[src/asot_pkg.sv]
`default_nettype none

package asot_pkg;

    // ****************************************************************
    // Register byte offsets
    // ****************************************************************
    localparam logic [7:0] ASOT_CTRL_OFF = 8'h00;
    localparam logic [7:0] ASOT_RES_HI_OFF = 8'h04;
    localparam logic [7:0] ASOT_RES_LO_OFF = 8'h08;
    localparam logic [7:0] ASOT_GAIN_OFF = 8'h0C;
    localparam logic [7:0] ASOT_NTRIM_OFF = 8'h10;
    localparam logic [7:0] ASOT_PTRIM_OFF = 8'h14;

    // ****************************************************************
    // Field positions
    // ****************************************************************
    localparam int CTRL_BUSY_BIT = 0;
    localparam int CTRL_PRESC_BIT = 1;
    localparam int CTRL_MODE_LSB = 2;
    localparam int CTRL_CHAN_LSB = 4;
    localparam int CTRL_INVALID_BIT = 7;
    localparam int GAIN_SEL_LSB = 0;
    localparam int GAIN_TRIM_BIT = 5;
    localparam int GAIN_TS_BIT = 6;
    localparam int GAIN_AMP1_BIT = 7;
    localparam int TRIM_SIGN_BIT = 6;
    localparam int TRIM_REF_BIT = 7;
    localparam int RES_LO_SHIFT = 6;

    // ****************************************************************
    // Reset values
    // ****************************************************************
    localparam logic [7:0] CTRL_RESET = 8'h00;
    localparam logic [7:0] GAIN_RESET = 8'h00;
    localparam logic [7:0] TRIM_RESET = 8'h00;
    localparam logic [9:0] RESULT_RESET = 10'h000;

    // ****************************************************************
    // Converter clock and conversion timing
    // ****************************************************************
    localparam logic [5:0] PRESC_DIV_LO = 6'h10;
    localparam logic [5:0] PRESC_DIV_HI = 6'h20;
    localparam logic [3:0] SEQ_SAMPLE_CYCLES = 4'h3;
    localparam logic [3:0] SEQ_AZ_STEP = SEQ_SAMPLE_CYCLES;
    localparam logic [3:0] SEQ_BIT_CYCLES = 4'hA;
    localparam logic [3:0] SEQ_FIRST_BIT_STEP = 4'h4;
    localparam logic [3:0] SEQ_LOAD_STEP = 4'hE;
    localparam logic [9:0] SEQ_MSB_TRIAL = 10'h200;

    typedef enum logic [1:0] {
        SEQ_IDLE,
        SEQ_RUN,
        SEQ_HOLD
    } asot_seq_state_type;

endpackage

`default_nettype wire

[src/asot_top.sv]
`timescale 1ns/1ps
`default_nettype none

module asot_top
    import asot_pkg::*;
(
    // Clock, reset and freeze
    input wire logic core_clk_i,
    input wire logic rstn_i,
    input wire logic clk_en_i,
    // APB slave
    input wire logic psel_i,
    input wire logic penable_i,
    input wire logic pwrite_i,
    input wire logic [7:0] paddr_i,
    input wire logic [31:0] pwdata_i,
    output logic [31:0] prdata_o,
    output logic pready_o,
    output logic pslverr_o,
    // System power state
    input wire logic low_power_i,
    // Converter side
    input wire logic cmp_i,
    output logic conv_power_o,
    output logic conv_clk_o,
    output logic sample_o,
    output logic autozero_o,
    output logic result_load_phase_o,
    output logic [9:0] dac_code_o,
    output logic [2:0] channel_o,
    output logic [1:0] mode_o,
    // Amplifier side
    output logic amp_enable_o,
    output logic amp_open_loop_o,
    output logic [2:0] amp_gain_o,
    output logic amp1_enable_o,
    output logic temp_sensor_enable_o,
    output logic n_cal_reference_o,
    output logic p_cal_reference_o,
    output logic mux_disable_o,
    output logic [6:0] n_trim_o,
    output logic [6:0] p_trim_o
);

    typedef struct packed {
        logic conversion_busy;
        logic presc_sel;
        logic [1:0] mode;
        logic [2:0] chan;
        logic result_invalid;
        logic amp1_en;
        logic temp_en;
        logic trim_mode;
        logic [2:0] gain_sel;
        logic [7:0] n_pair_offset;
        logic [7:0] p_pair_offset;
        logic [9:0] result;
        logic [5:0] div_cnt;
        logic tick;
        logic cmp_s1;
        logic cmp_s2;
        logic cmp_s3;
        logic cmp_f;
        logic low_power_q;
        logic [7:0] prdata;
    } asot_top_reg_type;

    asot_top_reg_type q;
    asot_top_reg_type d;

    logic seq_run;
    logic seq_done;
    logic [9:0] seq_result;
    logic wr_en;
    logic [7:0] wdata;
    logic [5:0] div_last;
    logic addr_mapped;

    // ****************************************************************
    // Register read helpers
    // ****************************************************************
    function automatic logic [7:0] ctrl_view(input asot_top_reg_type s);
        logic [7:0] v;
        v = 8'h00;
        v[CTRL_BUSY_BIT] = s.conversion_busy;
        v[CTRL_PRESC_BIT] = s.presc_sel;
        v[CTRL_MODE_LSB +: 2] = s.mode;
        v[CTRL_CHAN_LSB +: 3] = s.chan;
        v[CTRL_INVALID_BIT] = s.result_invalid;
        return v;
    endfunction

    function automatic logic [7:0] gain_view(input asot_top_reg_type s);
        logic [7:0] v;
        v = 8'h00;
        v[GAIN_SEL_LSB +: 3] = s.gain_sel;
        v[GAIN_TRIM_BIT] = s.trim_mode;
        v[GAIN_TS_BIT] = s.temp_en;
        v[GAIN_AMP1_BIT] = s.amp1_en;
        return v;
    endfunction

    function automatic logic [7:0] read_reg(input asot_top_reg_type s,
                                            input logic [7:0] addr);
        logic [7:0] v;
        v = 8'h00;
        case (addr)
            ASOT_CTRL_OFF: begin
                v = ctrl_view(s);
            end
            ASOT_RES_HI_OFF: begin
                v = s.result[9:2];
            end
            ASOT_RES_LO_OFF: begin
                v = {s.result[1:0], 6'h00};
            end
            ASOT_GAIN_OFF: begin
                v = gain_view(s);
            end
            ASOT_NTRIM_OFF: begin
                v = s.n_pair_offset;
            end
            ASOT_PTRIM_OFF: begin
                v = s.p_pair_offset;
            end
            default: begin
                v = 8'h00;
            end
        endcase
        return v;
    endfunction

    // ****************************************************************
    // Bus decode
    // ****************************************************************
    always_comb begin
        case (paddr_i)
            ASOT_CTRL_OFF, ASOT_RES_HI_OFF, ASOT_RES_LO_OFF,
            ASOT_GAIN_OFF, ASOT_NTRIM_OFF, ASOT_PTRIM_OFF: begin
                addr_mapped = 1'b1;
            end
            default: begin
                addr_mapped = 1'b0;
            end
        endcase
    end

    // A frozen block cannot take a write, so it holds the access phase.
    assign pready_o = clk_en_i;
    assign pslverr_o = psel_i && penable_i && !addr_mapped;
    assign wr_en = psel_i && penable_i && pwrite_i && addr_mapped;
    assign wdata = pwdata_i[7:0];
    assign prdata_o = {24'h000000, q.prdata};
    assign div_last = (q.presc_sel ? PRESC_DIV_HI : PRESC_DIV_LO) - 6'h01;

    // The sequencer stops in low power and restarts from step zero.
    assign seq_run = q.conversion_busy && !q.low_power_q;

    // ****************************************************************
    // Next state
    // ****************************************************************
    always_comb begin
        d = q;
        d.tick = 1'b0;

        // Comparator pin: three stages, a change needs two agreeing.
        d.cmp_s1 = cmp_i;
        d.cmp_s2 = q.cmp_s1;
        d.cmp_s3 = q.cmp_s2;
        if (q.cmp_s2 == q.cmp_s3) begin
            d.cmp_f = q.cmp_s3;
        end

        d.low_power_q = low_power_i;

        // Read data is captured while selected, ready for the access.
        if (psel_i) begin
            d.prdata = read_reg(q, paddr_i);
        end

        // Converter clock runs only for a live conversion.
        if (seq_run) begin
            if (q.div_cnt == div_last) begin
                d.div_cnt = 6'h00;
                d.tick = 1'b1;
            end else begin
                d.div_cnt = q.div_cnt + 6'h01;
            end
        end else begin
            d.div_cnt = 6'h00;
        end

        // Completion: the whole result moves at once.
        if (seq_done) begin
            d.conversion_busy = 1'b0;
            d.result = seq_result;
        end

        if (wr_en) begin
            case (paddr_i)
                ASOT_CTRL_OFF: begin
                    if (q.conversion_busy) begin
                        // Only an abort gets through while converting.
                        if (!wdata[CTRL_BUSY_BIT]) begin
                            d.conversion_busy = 1'b0;
                        end
                    end else begin
                        // One write may reload prescaler, mode and channel and start.
                        d.presc_sel = wdata[CTRL_PRESC_BIT];
                        d.mode = wdata[CTRL_MODE_LSB +: 2];
                        d.chan = wdata[CTRL_CHAN_LSB +: 3];
                        d.conversion_busy = wdata[CTRL_BUSY_BIT];
                        if (wdata[CTRL_BUSY_BIT]) begin
                            d.result_invalid = 1'b0;
                            d.div_cnt = 6'h00;
                        end
                    end
                end
                ASOT_GAIN_OFF: begin
                    d.gain_sel = wdata[GAIN_SEL_LSB +: 3];
                    d.trim_mode = wdata[GAIN_TRIM_BIT];
                    d.temp_en = wdata[GAIN_TS_BIT];
                    d.amp1_en = wdata[GAIN_AMP1_BIT];
                end
                ASOT_NTRIM_OFF: begin
                    d.n_pair_offset = wdata;
                end
                ASOT_PTRIM_OFF: begin
                    d.p_pair_offset = wdata;
                end
                default: begin
                    d.prdata = q.prdata;
                end
            endcase
        end

        // Entering low power mid-conversion spoils the sample; this set
        // is placed after the write so that it wins over a clear.
        if (low_power_i && !q.low_power_q && q.conversion_busy
                && !seq_done) begin
            d.result_invalid = 1'b1;
        end
    end

    // ****************************************************************
    // State register
    // ****************************************************************
    always_ff @(posedge core_clk_i or negedge rstn_i) begin
        if (!rstn_i) begin
            q <= '0;
            q.conversion_busy <= CTRL_RESET[CTRL_BUSY_BIT];
            q.gain_sel <= GAIN_RESET[GAIN_SEL_LSB +: 3];
            q.n_pair_offset <= TRIM_RESET;
            q.p_pair_offset <= TRIM_RESET;
            q.result <= RESULT_RESET;
        end else if (clk_en_i) begin
            q <= d;
        end
    end

    // ****************************************************************
    // Conversion sequencer
    // ****************************************************************
    // There is no separate debug-halt input: the freeze input clk_en_i
    // also stops the sequencer, so a frozen conversion resumes where it left off.
    asot_sar_seq u_seq (
        .core_clk_i(core_clk_i),
        .rstn_i(rstn_i),
        .clk_en_i(clk_en_i),
        .conv_tick_i(q.tick),
        .run_i(seq_run),
        .cmp_i(q.cmp_f),
        .sample_o(sample_o),
        .autozero_o(autozero_o),
        .load_o(result_load_phase_o),
        .dac_code_o(dac_code_o),
        .done_o(seq_done),
        .result_o(seq_result)
    );

    // ****************************************************************
    // Analog controls
    // ****************************************************************
    assign conv_power_o = seq_run;
    assign conv_clk_o = q.tick;
    assign channel_o = q.chan;
    assign mode_o = q.mode;
    assign amp_open_loop_o = q.trim_mode;
    assign amp_enable_o = q.trim_mode || (q.gain_sel != 3'h0);
    assign amp_gain_o = q.gain_sel;
    assign amp1_enable_o = q.amp1_en;
    assign temp_sensor_enable_o = q.temp_en;
    assign n_cal_reference_o = q.n_pair_offset[TRIM_REF_BIT];
    assign p_cal_reference_o = q.p_pair_offset[TRIM_REF_BIT];
    assign mux_disable_o = q.n_pair_offset[TRIM_REF_BIT]
        || q.p_pair_offset[TRIM_REF_BIT];
    assign n_trim_o = q.n_pair_offset[TRIM_SIGN_BIT:0];
    assign p_trim_o = q.p_pair_offset[TRIM_SIGN_BIT:0];

endmodule

`default_nettype wire

[src/asot_sar_seq.sv]
`timescale 1ns/1ps
`default_nettype none

module asot_sar_seq
    import asot_pkg::*;
(
    // Clock and reset
    input wire logic core_clk_i,
    input wire logic rstn_i,
    input wire logic clk_en_i,
    // Control from the register side
    input wire logic conv_tick_i,
    input wire logic run_i,
    input wire logic cmp_i,
    // Converter timing and result
    output logic sample_o,
    output logic autozero_o,
    output logic load_o,
    output logic [9:0] dac_code_o,
    output logic done_o,
    output logic [9:0] result_o
);

    typedef struct packed {
        asot_seq_state_type state;
        logic [3:0] step;
        logic [9:0] sar;
        logic [9:0] trial;
        logic [9:0] result;
        logic done;
    } asot_seq_reg_type;

    asot_seq_reg_type q;
    asot_seq_reg_type d;

    // ****************************************************************
    // Fifteen-step conversion sequence
    // ****************************************************************
    always_comb begin
        d = q;
        d.done = 1'b0;
        if (!run_i) begin
            // Dropping run aborts or powers down; the next run starts over.
            d.state = SEQ_IDLE;
            d.step = 4'h0;
        end else begin
            case (q.state)
                SEQ_IDLE: begin
                    if (conv_tick_i) begin
                        d.state = SEQ_RUN;
                        d.step = 4'h0;
                        d.sar = 10'h000;
                        d.trial = 10'h000;
                    end
                end
                SEQ_RUN: begin
                    if (conv_tick_i) begin
                        d.step = q.step + 4'h1;
                        if (q.step == SEQ_LOAD_STEP) begin
                            d.result = q.sar;
                            d.done = 1'b1;
                            d.state = SEQ_HOLD;
                        end else if (q.step == SEQ_AZ_STEP) begin
                            d.trial = SEQ_MSB_TRIAL;
                            d.sar = SEQ_MSB_TRIAL;
                        end else if (q.step >= SEQ_FIRST_BIT_STEP) begin
                            d.sar = cmp_i ? q.sar : (q.sar & ~q.trial);
                            d.trial = q.trial >> 1;
                            d.sar = d.sar | d.trial;
                        end
                    end
                end
                SEQ_HOLD: begin
                    // Waits here until the busy flag has been cleared.
                    d.state = SEQ_HOLD;
                end
                default: begin
                    d.state = SEQ_IDLE;
                end
            endcase
        end
    end

    always_ff @(posedge core_clk_i or negedge rstn_i) begin
        if (!rstn_i) begin
            q <= '0;
            q.state <= SEQ_IDLE;
        end else if (clk_en_i) begin
            q <= d;
        end
    end

    assign sample_o = (q.state == SEQ_RUN) && (q.step < SEQ_AZ_STEP);
    assign autozero_o = (q.state == SEQ_RUN) && (q.step == SEQ_AZ_STEP);
    assign load_o = (q.state == SEQ_RUN) && (q.step == SEQ_LOAD_STEP);
    assign dac_code_o = q.sar;
    assign done_o = q.done;
    assign result_o = q.result;

endmodule

`default_nettype wire

[config.mk]
export PLATFORM = sky130hd
export DESIGN_NAME = asot_top
export DESIGN_NICKNAME = d
export VERILOG_FILES = /design/src/asot_pkg.sv /design/src/asot_top.sv /design/src/asot_sar_seq.sv
export SDC_FILE = /design/constraint.sdc
export NUM_CORES = 1
export LEC_CHECK = 0
export BUFFER_PORTS_ARGS = -buffer_cell sky130_fd_sc_hd__buf_4
export CORE_ASPECT_RATIO = 1.25
export CORE_MARGIN = 2
export CORE_UTILIZATION = 55
export DETAILED_ROUTE_END_ITERATION = 10
export PLACE_DENSITY = 0.92
export RECOVER_POWER = 50
export REMOVE_ABC_BUFFERS = 1
export SYNTH_ARGS = -nofsm -noshare
export SYNTH_HDL_FRONTEND = slang
export SYNTH_SLANG_ARGS = --single-unit
[constraint.sdc]
create_clock -name core_clk_i -period 3.8 [get_ports core_clk_i]
set_clock_uncertainty 0.2 [all_clocks]
set_input_delay 0.76 -clock core_clk_i [delete_from_list [all_inputs] [get_ports core_clk_i]]
set_output_delay 0.76 -clock core_clk_i [all_outputs]
set_load 0.02 [all_outputs]
After elaboration in Yosys (flattened, before gate mapping)
Index checks and enable logic that the tools add are counted. W data, S select, Z words.

Flip-flop bits (word level): 97. Input bits: 48. Output and inout port bits: 78. Logic and storage cells: 131.

Add/subtract/negate cells: 3. Order comparisons: 2. Eq/ne operators: 21. Multiplexer cells: 38. Bitwise logic cells: 4. Reductions and logical operators: 37.

Operator list (count): $mux W20 (3); $mux W6 (9); $mux W8 (6); $pmux W24 S2 (1); $pmux W8 S6 (1); $mux W37 (1); $mux W30 (1); $mux W26 (1); $eq A8 B4 Y1 const B (2); $eq A8 B5 Y1 const B (2); $ne A3 B3 Y1 const B (4); $reduce_and A4 Y1 (3); $logic_and A1 B1 Y1 (11); $mux W11 (1); $and A10 B10 Y10 (1); $mux W1 (10); $mux W10 (1); $not A10 Y10 (1); $or A10 B9 Y10 (1); $reduce_and A5 Y1 (2); $reduce_and A3 Y1 (3); $eq A8 B3 Y1 const B (1); $logic_not A8 Y1 (1); $ne A2 B2 Y1 const B (4); other kinds (26) (34).

Longest topological paths before layout
Word-level depth: 10. Gate-level depth with buffers: 7.

By module
A second synthesis with hierarchy kept.

Cell total of the unflattened synthesis: 437. Area total of the unflattened synthesis: 5206.2 µm².

By module, submodules not included: asot_top (instances 1, cells each 261, area each 3264.4 µm², seq. area each 1501.4 µm²); asot_sar_seq (instances 1, cells each 176, area each 1941.9 µm², seq. area each 925.9 µm²).

Worst setup path after synthesis
No wires, ideal clock.

Path kind: input -> output. Start: input paddr_i[3]. End: output pslverr_o. Arrival: 1646 ps. Required time: 2840 ps. Path slack: 1194 ps. Cell stages on the path: 3. Path buffers: 1. Cells stage by stage: buf_1 -> nand2_1 -> a31oi_1.

Cells in the longest elaborated chain, start to end: 5. Elaborated cells between the ends (all ways): 10. Classes of those cells: eq/ne: 5; mux: 1; reduce/logical: 4.

RTL lines: from (decl) (RTL line asot_top.sv:15) `input wire logic [7:0] paddr_i,`; $eq A8 B5 Y1 (tied with other cells) (RTL line asot_top.sv:137) `case (paddr_i)`; $reduce_or A6 Y1 (*) (RTL line asot_top.sv:137); $mux W1 (*) (RTL line asot_top.sv:137); $logic_not A1 Y1 (*) (RTL line asot_top.sv:150) `assign pslverr_o = psel_i && penable_i && !addr_mapped;`; $logic_and A1 B1 Y1 (*) (RTL line asot_top.sv:150); to (decl) (RTL line asot_top.sv:19) `output logic pslverr_o,`.

Mark *: on every way between the ends. The rest lies on a longest branch, timed or not.

Final worst setup path
Start: input clk_en_i. End: register u_seq.q, in the netlist u_seq.dac_code_o[0].

Cells in the longest elaborated chain, start to end: 1.

RTL lines: from (decl) (RTL line asot_top.sv:10) `input wire logic clk_en_i,`; $reduce_and A7 Y1 (no line); to (decl) (RTL line asot_sar_seq.sv:33) `asot_seq_reg_type q;`.

Every way passes these cells. A chain may end at the register's enable or synchronous reset.

==> run metrics <==
r2r startpoint=u_seq.q[31]; Clock Latency Late Sink=0.35 ns; post-CTS resize count=0; Post-synth EDFFs=0; IO buf count=77; Root Buffer=clkbuf_16; Mapped Avg Cell Area=11.5 um^2; die area=10,100 um^2; final hold vios=0; GR Overflow Total=0; Max stage delay on crit path=0.79 ns; sequential area share after synthesis=47.4%; CP max stage cell=clkbuf_1; clock sinks=97; gpl congestion=0.888; Pwr per Cell Area=368 nW/um^2; Core ar.=9080 um^2; status=complete, no violations; Post-DP HPWL=7.87 mm; vias in the first global route=3,617; startpoint types=input port; maximum clock insertion buffer count=2; Synth cell types=58; row cnt=39; WL/cell=17.6 um; antenna-violating nets left=0; Area Growth Syn to Fin=11.1%; RSZ-0062 raised after global routing=no; Hold Crit Class=reg2reg; diode count=0; die height=112 um; crit path cell chain=clkbuf_1 > and3b_1 > nand2_1 > nor3_1 > a22o_1; Post-Route Utilization=62.7%; # setup viols final=0; hold depth=1; critical path's top delay family=simple AND/OR/NAND/NOR gates; WP depth=5; CTS tree=done; worst r2r path cells=6; number of synthesized register bits=97; Final Max Slew Viols=0; critical path buffer and inverter count=1; initial antenna violation count=0; yosys warns=0; Synth Cell Area=5120 um^2; total CTS buffers=9; routed vias=3,590; fin area=5690 um^2; CTS H-tree depth=3; Slew HR=11.0%; # IOs=126; Reg clk slew, reported paths=0.07 ns; CTS Hold Buffers Added=0; initial cell density of the core=56.4%; CP Data Required Time=3.88 ns; DRC viols=0; GRT Total Usage=22.1%; Crit. End Element=flip-flop; critical path class=in2reg; setup TNS=0 ns; crit path max fanout=27; worst vdd ir=257 uV; Tcrit/Tclk final=82.4%; static leakage=2.81 nW; launch point of the worst path=clk_en_i; Post-DP Area=5420 um^2; DRT Pass-1 Iters=7; share of cells above drive strength 1=34.0%; startpoint of the worst hold path=prdata_o[0]; first-pass GRT wire length=18.0 mm; Via density=5.89; Filler Cells Inserted=667; minimum clock period=3.13 ns; DRT iter0 DRCs=273; drt total wl=10.7 mm; largest net degree at the start of global routing=57; Max Clk Rate=319 MHz; Critical Path AT=3.21 ns; Nets=532; predominant post-synthesis flop cell=dfrtp_1; post-CTS setup buffers=0; Die X=90.3 um; Worst-Margin Slew=1.34 ns; Synth Instances=445; Max Cap Viol=0; fraction of registers with async set/reset=100%
==> per-layer routing <==
metal / vias up / routed length (um) / track usage [%]
met1: 1742 / 4110 / 25.8
li1: 1610 / - / -
met2: 200 / 5420 / 37.6
met3: 38 / 765 / 5.14
met4: 0 / 448 / 12.5
met5: - / 0 / 0
==> path summary, 6_finish.rpt <==
path	endpoint	slack (ns)
max reg2reg	u_seq.dac_code_o[9]	1.33
max in group asynchronous	prdata_o[1]	1.15
max	u_seq.dac_code_o[0]	0.67
min	prdata_o[0]	0.29
min in group asynchronous	p_trim_o[5]	0.48
min reg2reg	prdata_o[0]	0.29
==> cells in the mapped netlist, drive strengths merged (4+ instances only) <==
cell     instances  share of area [%]
o221ai           4               0.68
clkbuf           7               0.51
a31oi            7               0.86
and3             6               0.73
nor2b            8               0.98
a22oi            5               0.73
a22o             9                1.5
mux2i            8                1.6
a21oi            6               0.59
nand3            6               0.78
inv             13               0.95
o31ai            4               0.59
nand2           23                1.7
buf             73                 10
o21ai           26                2.6
a21boi           4               0.59
nor3             8                1.2
dfrtp           97                 47
mux2            57                 13
nand2b           4               0.49
o2bb2ai          7                1.2
o211ai           6               0.88
nor2             6               0.44
o21a             6               0.88
==> power breakdown <==
group | internal (W) | leakage, nW | total (W) | switching (W)
registers | 0.00105 | 1.33 | 0.00107 | 0.0000184
logic | 0.0000494 | 1.34 | 0.000154 | 0.000105
clock network | 0.000461 | 0.141 | 0.000873 | 0.000413
total | 0.00156 | 2.81 | 0.00209 | 0.000536
==> placed cells by master (no fill, tap or decap), types with 7 or more instances in the layout <==
master,n
conb_1,24
mux2_2,49
o21ai_0,25
a22o_1,9
inv_1,13
o2bb2ai_1,7
mux2i_1,8
mux2_4,8
a31oi_1,7
dfrtp_1,97
clkbuf_16,9
buf_4,78
nand2_1,23
nor2b_1,8
==> per-stage QoR <==
step	total power, W	cells	hold WS [ns]	setup slack (ns)
floorplan	0.00115	388	0.264	1.30
global placement	0.00124	593	0.275	0.982
detailed placement	0.00124	593	0.281	0.873
global route	0.00216	609	0.316	0.473
finish	0.00209	609	0.292	0.667
CTS	0.00211	609	0.275	0.993
==> flip-flops by register name (all words and copies together) (netlist names), 2 cells and up <==
| signal | count |
|---|---|
| q | 22 |
| u_seq.q | 16 |
| u_seq.dac_code_o | 10 |
| u_seq.result_o | 10 |
| prdata_o | 8 |
| n_trim_o | 7 |
| p_trim_o | 7 |
| amp_gain_o | 3 |
| channel_o | 3 |
| d | 2 |
| mode_o | 2 |
==> area by class of cell <==
class                           count  area (um^2)  share of cell area, %
Timing Repair Buffer               82          602                   10.6
Inverter                           13         48.8                  0.858
Tap cell                          123          154                   2.71
Multi-Input combinational cell    278         2170                   38.2
Clock buffer                       10          229                   4.02
Clock inverter                      6         57.6                   1.01
Sequential cell                    97         2430                   42.7
==> cell families (layout without fill, tap and decap cells) <==
kind of cell | Yosys count | in the layout | share of synthesized area [%]
compound gates | 100 | 100 | 13.8
xor+xnor | 4 | 4 | 0.685
fa+ha+maj | 3 | 3 | 0.733
buf+inv | 93 | 111 | 11.9
flops | 97 | 97 | 47.4
mux | 67 | 67 | 15.6
other cells | 1 | 24 | 0.0733
simple gates | 80 | 80 | 9.85
No activity file was read; power rests on OpenSTA's default activity.
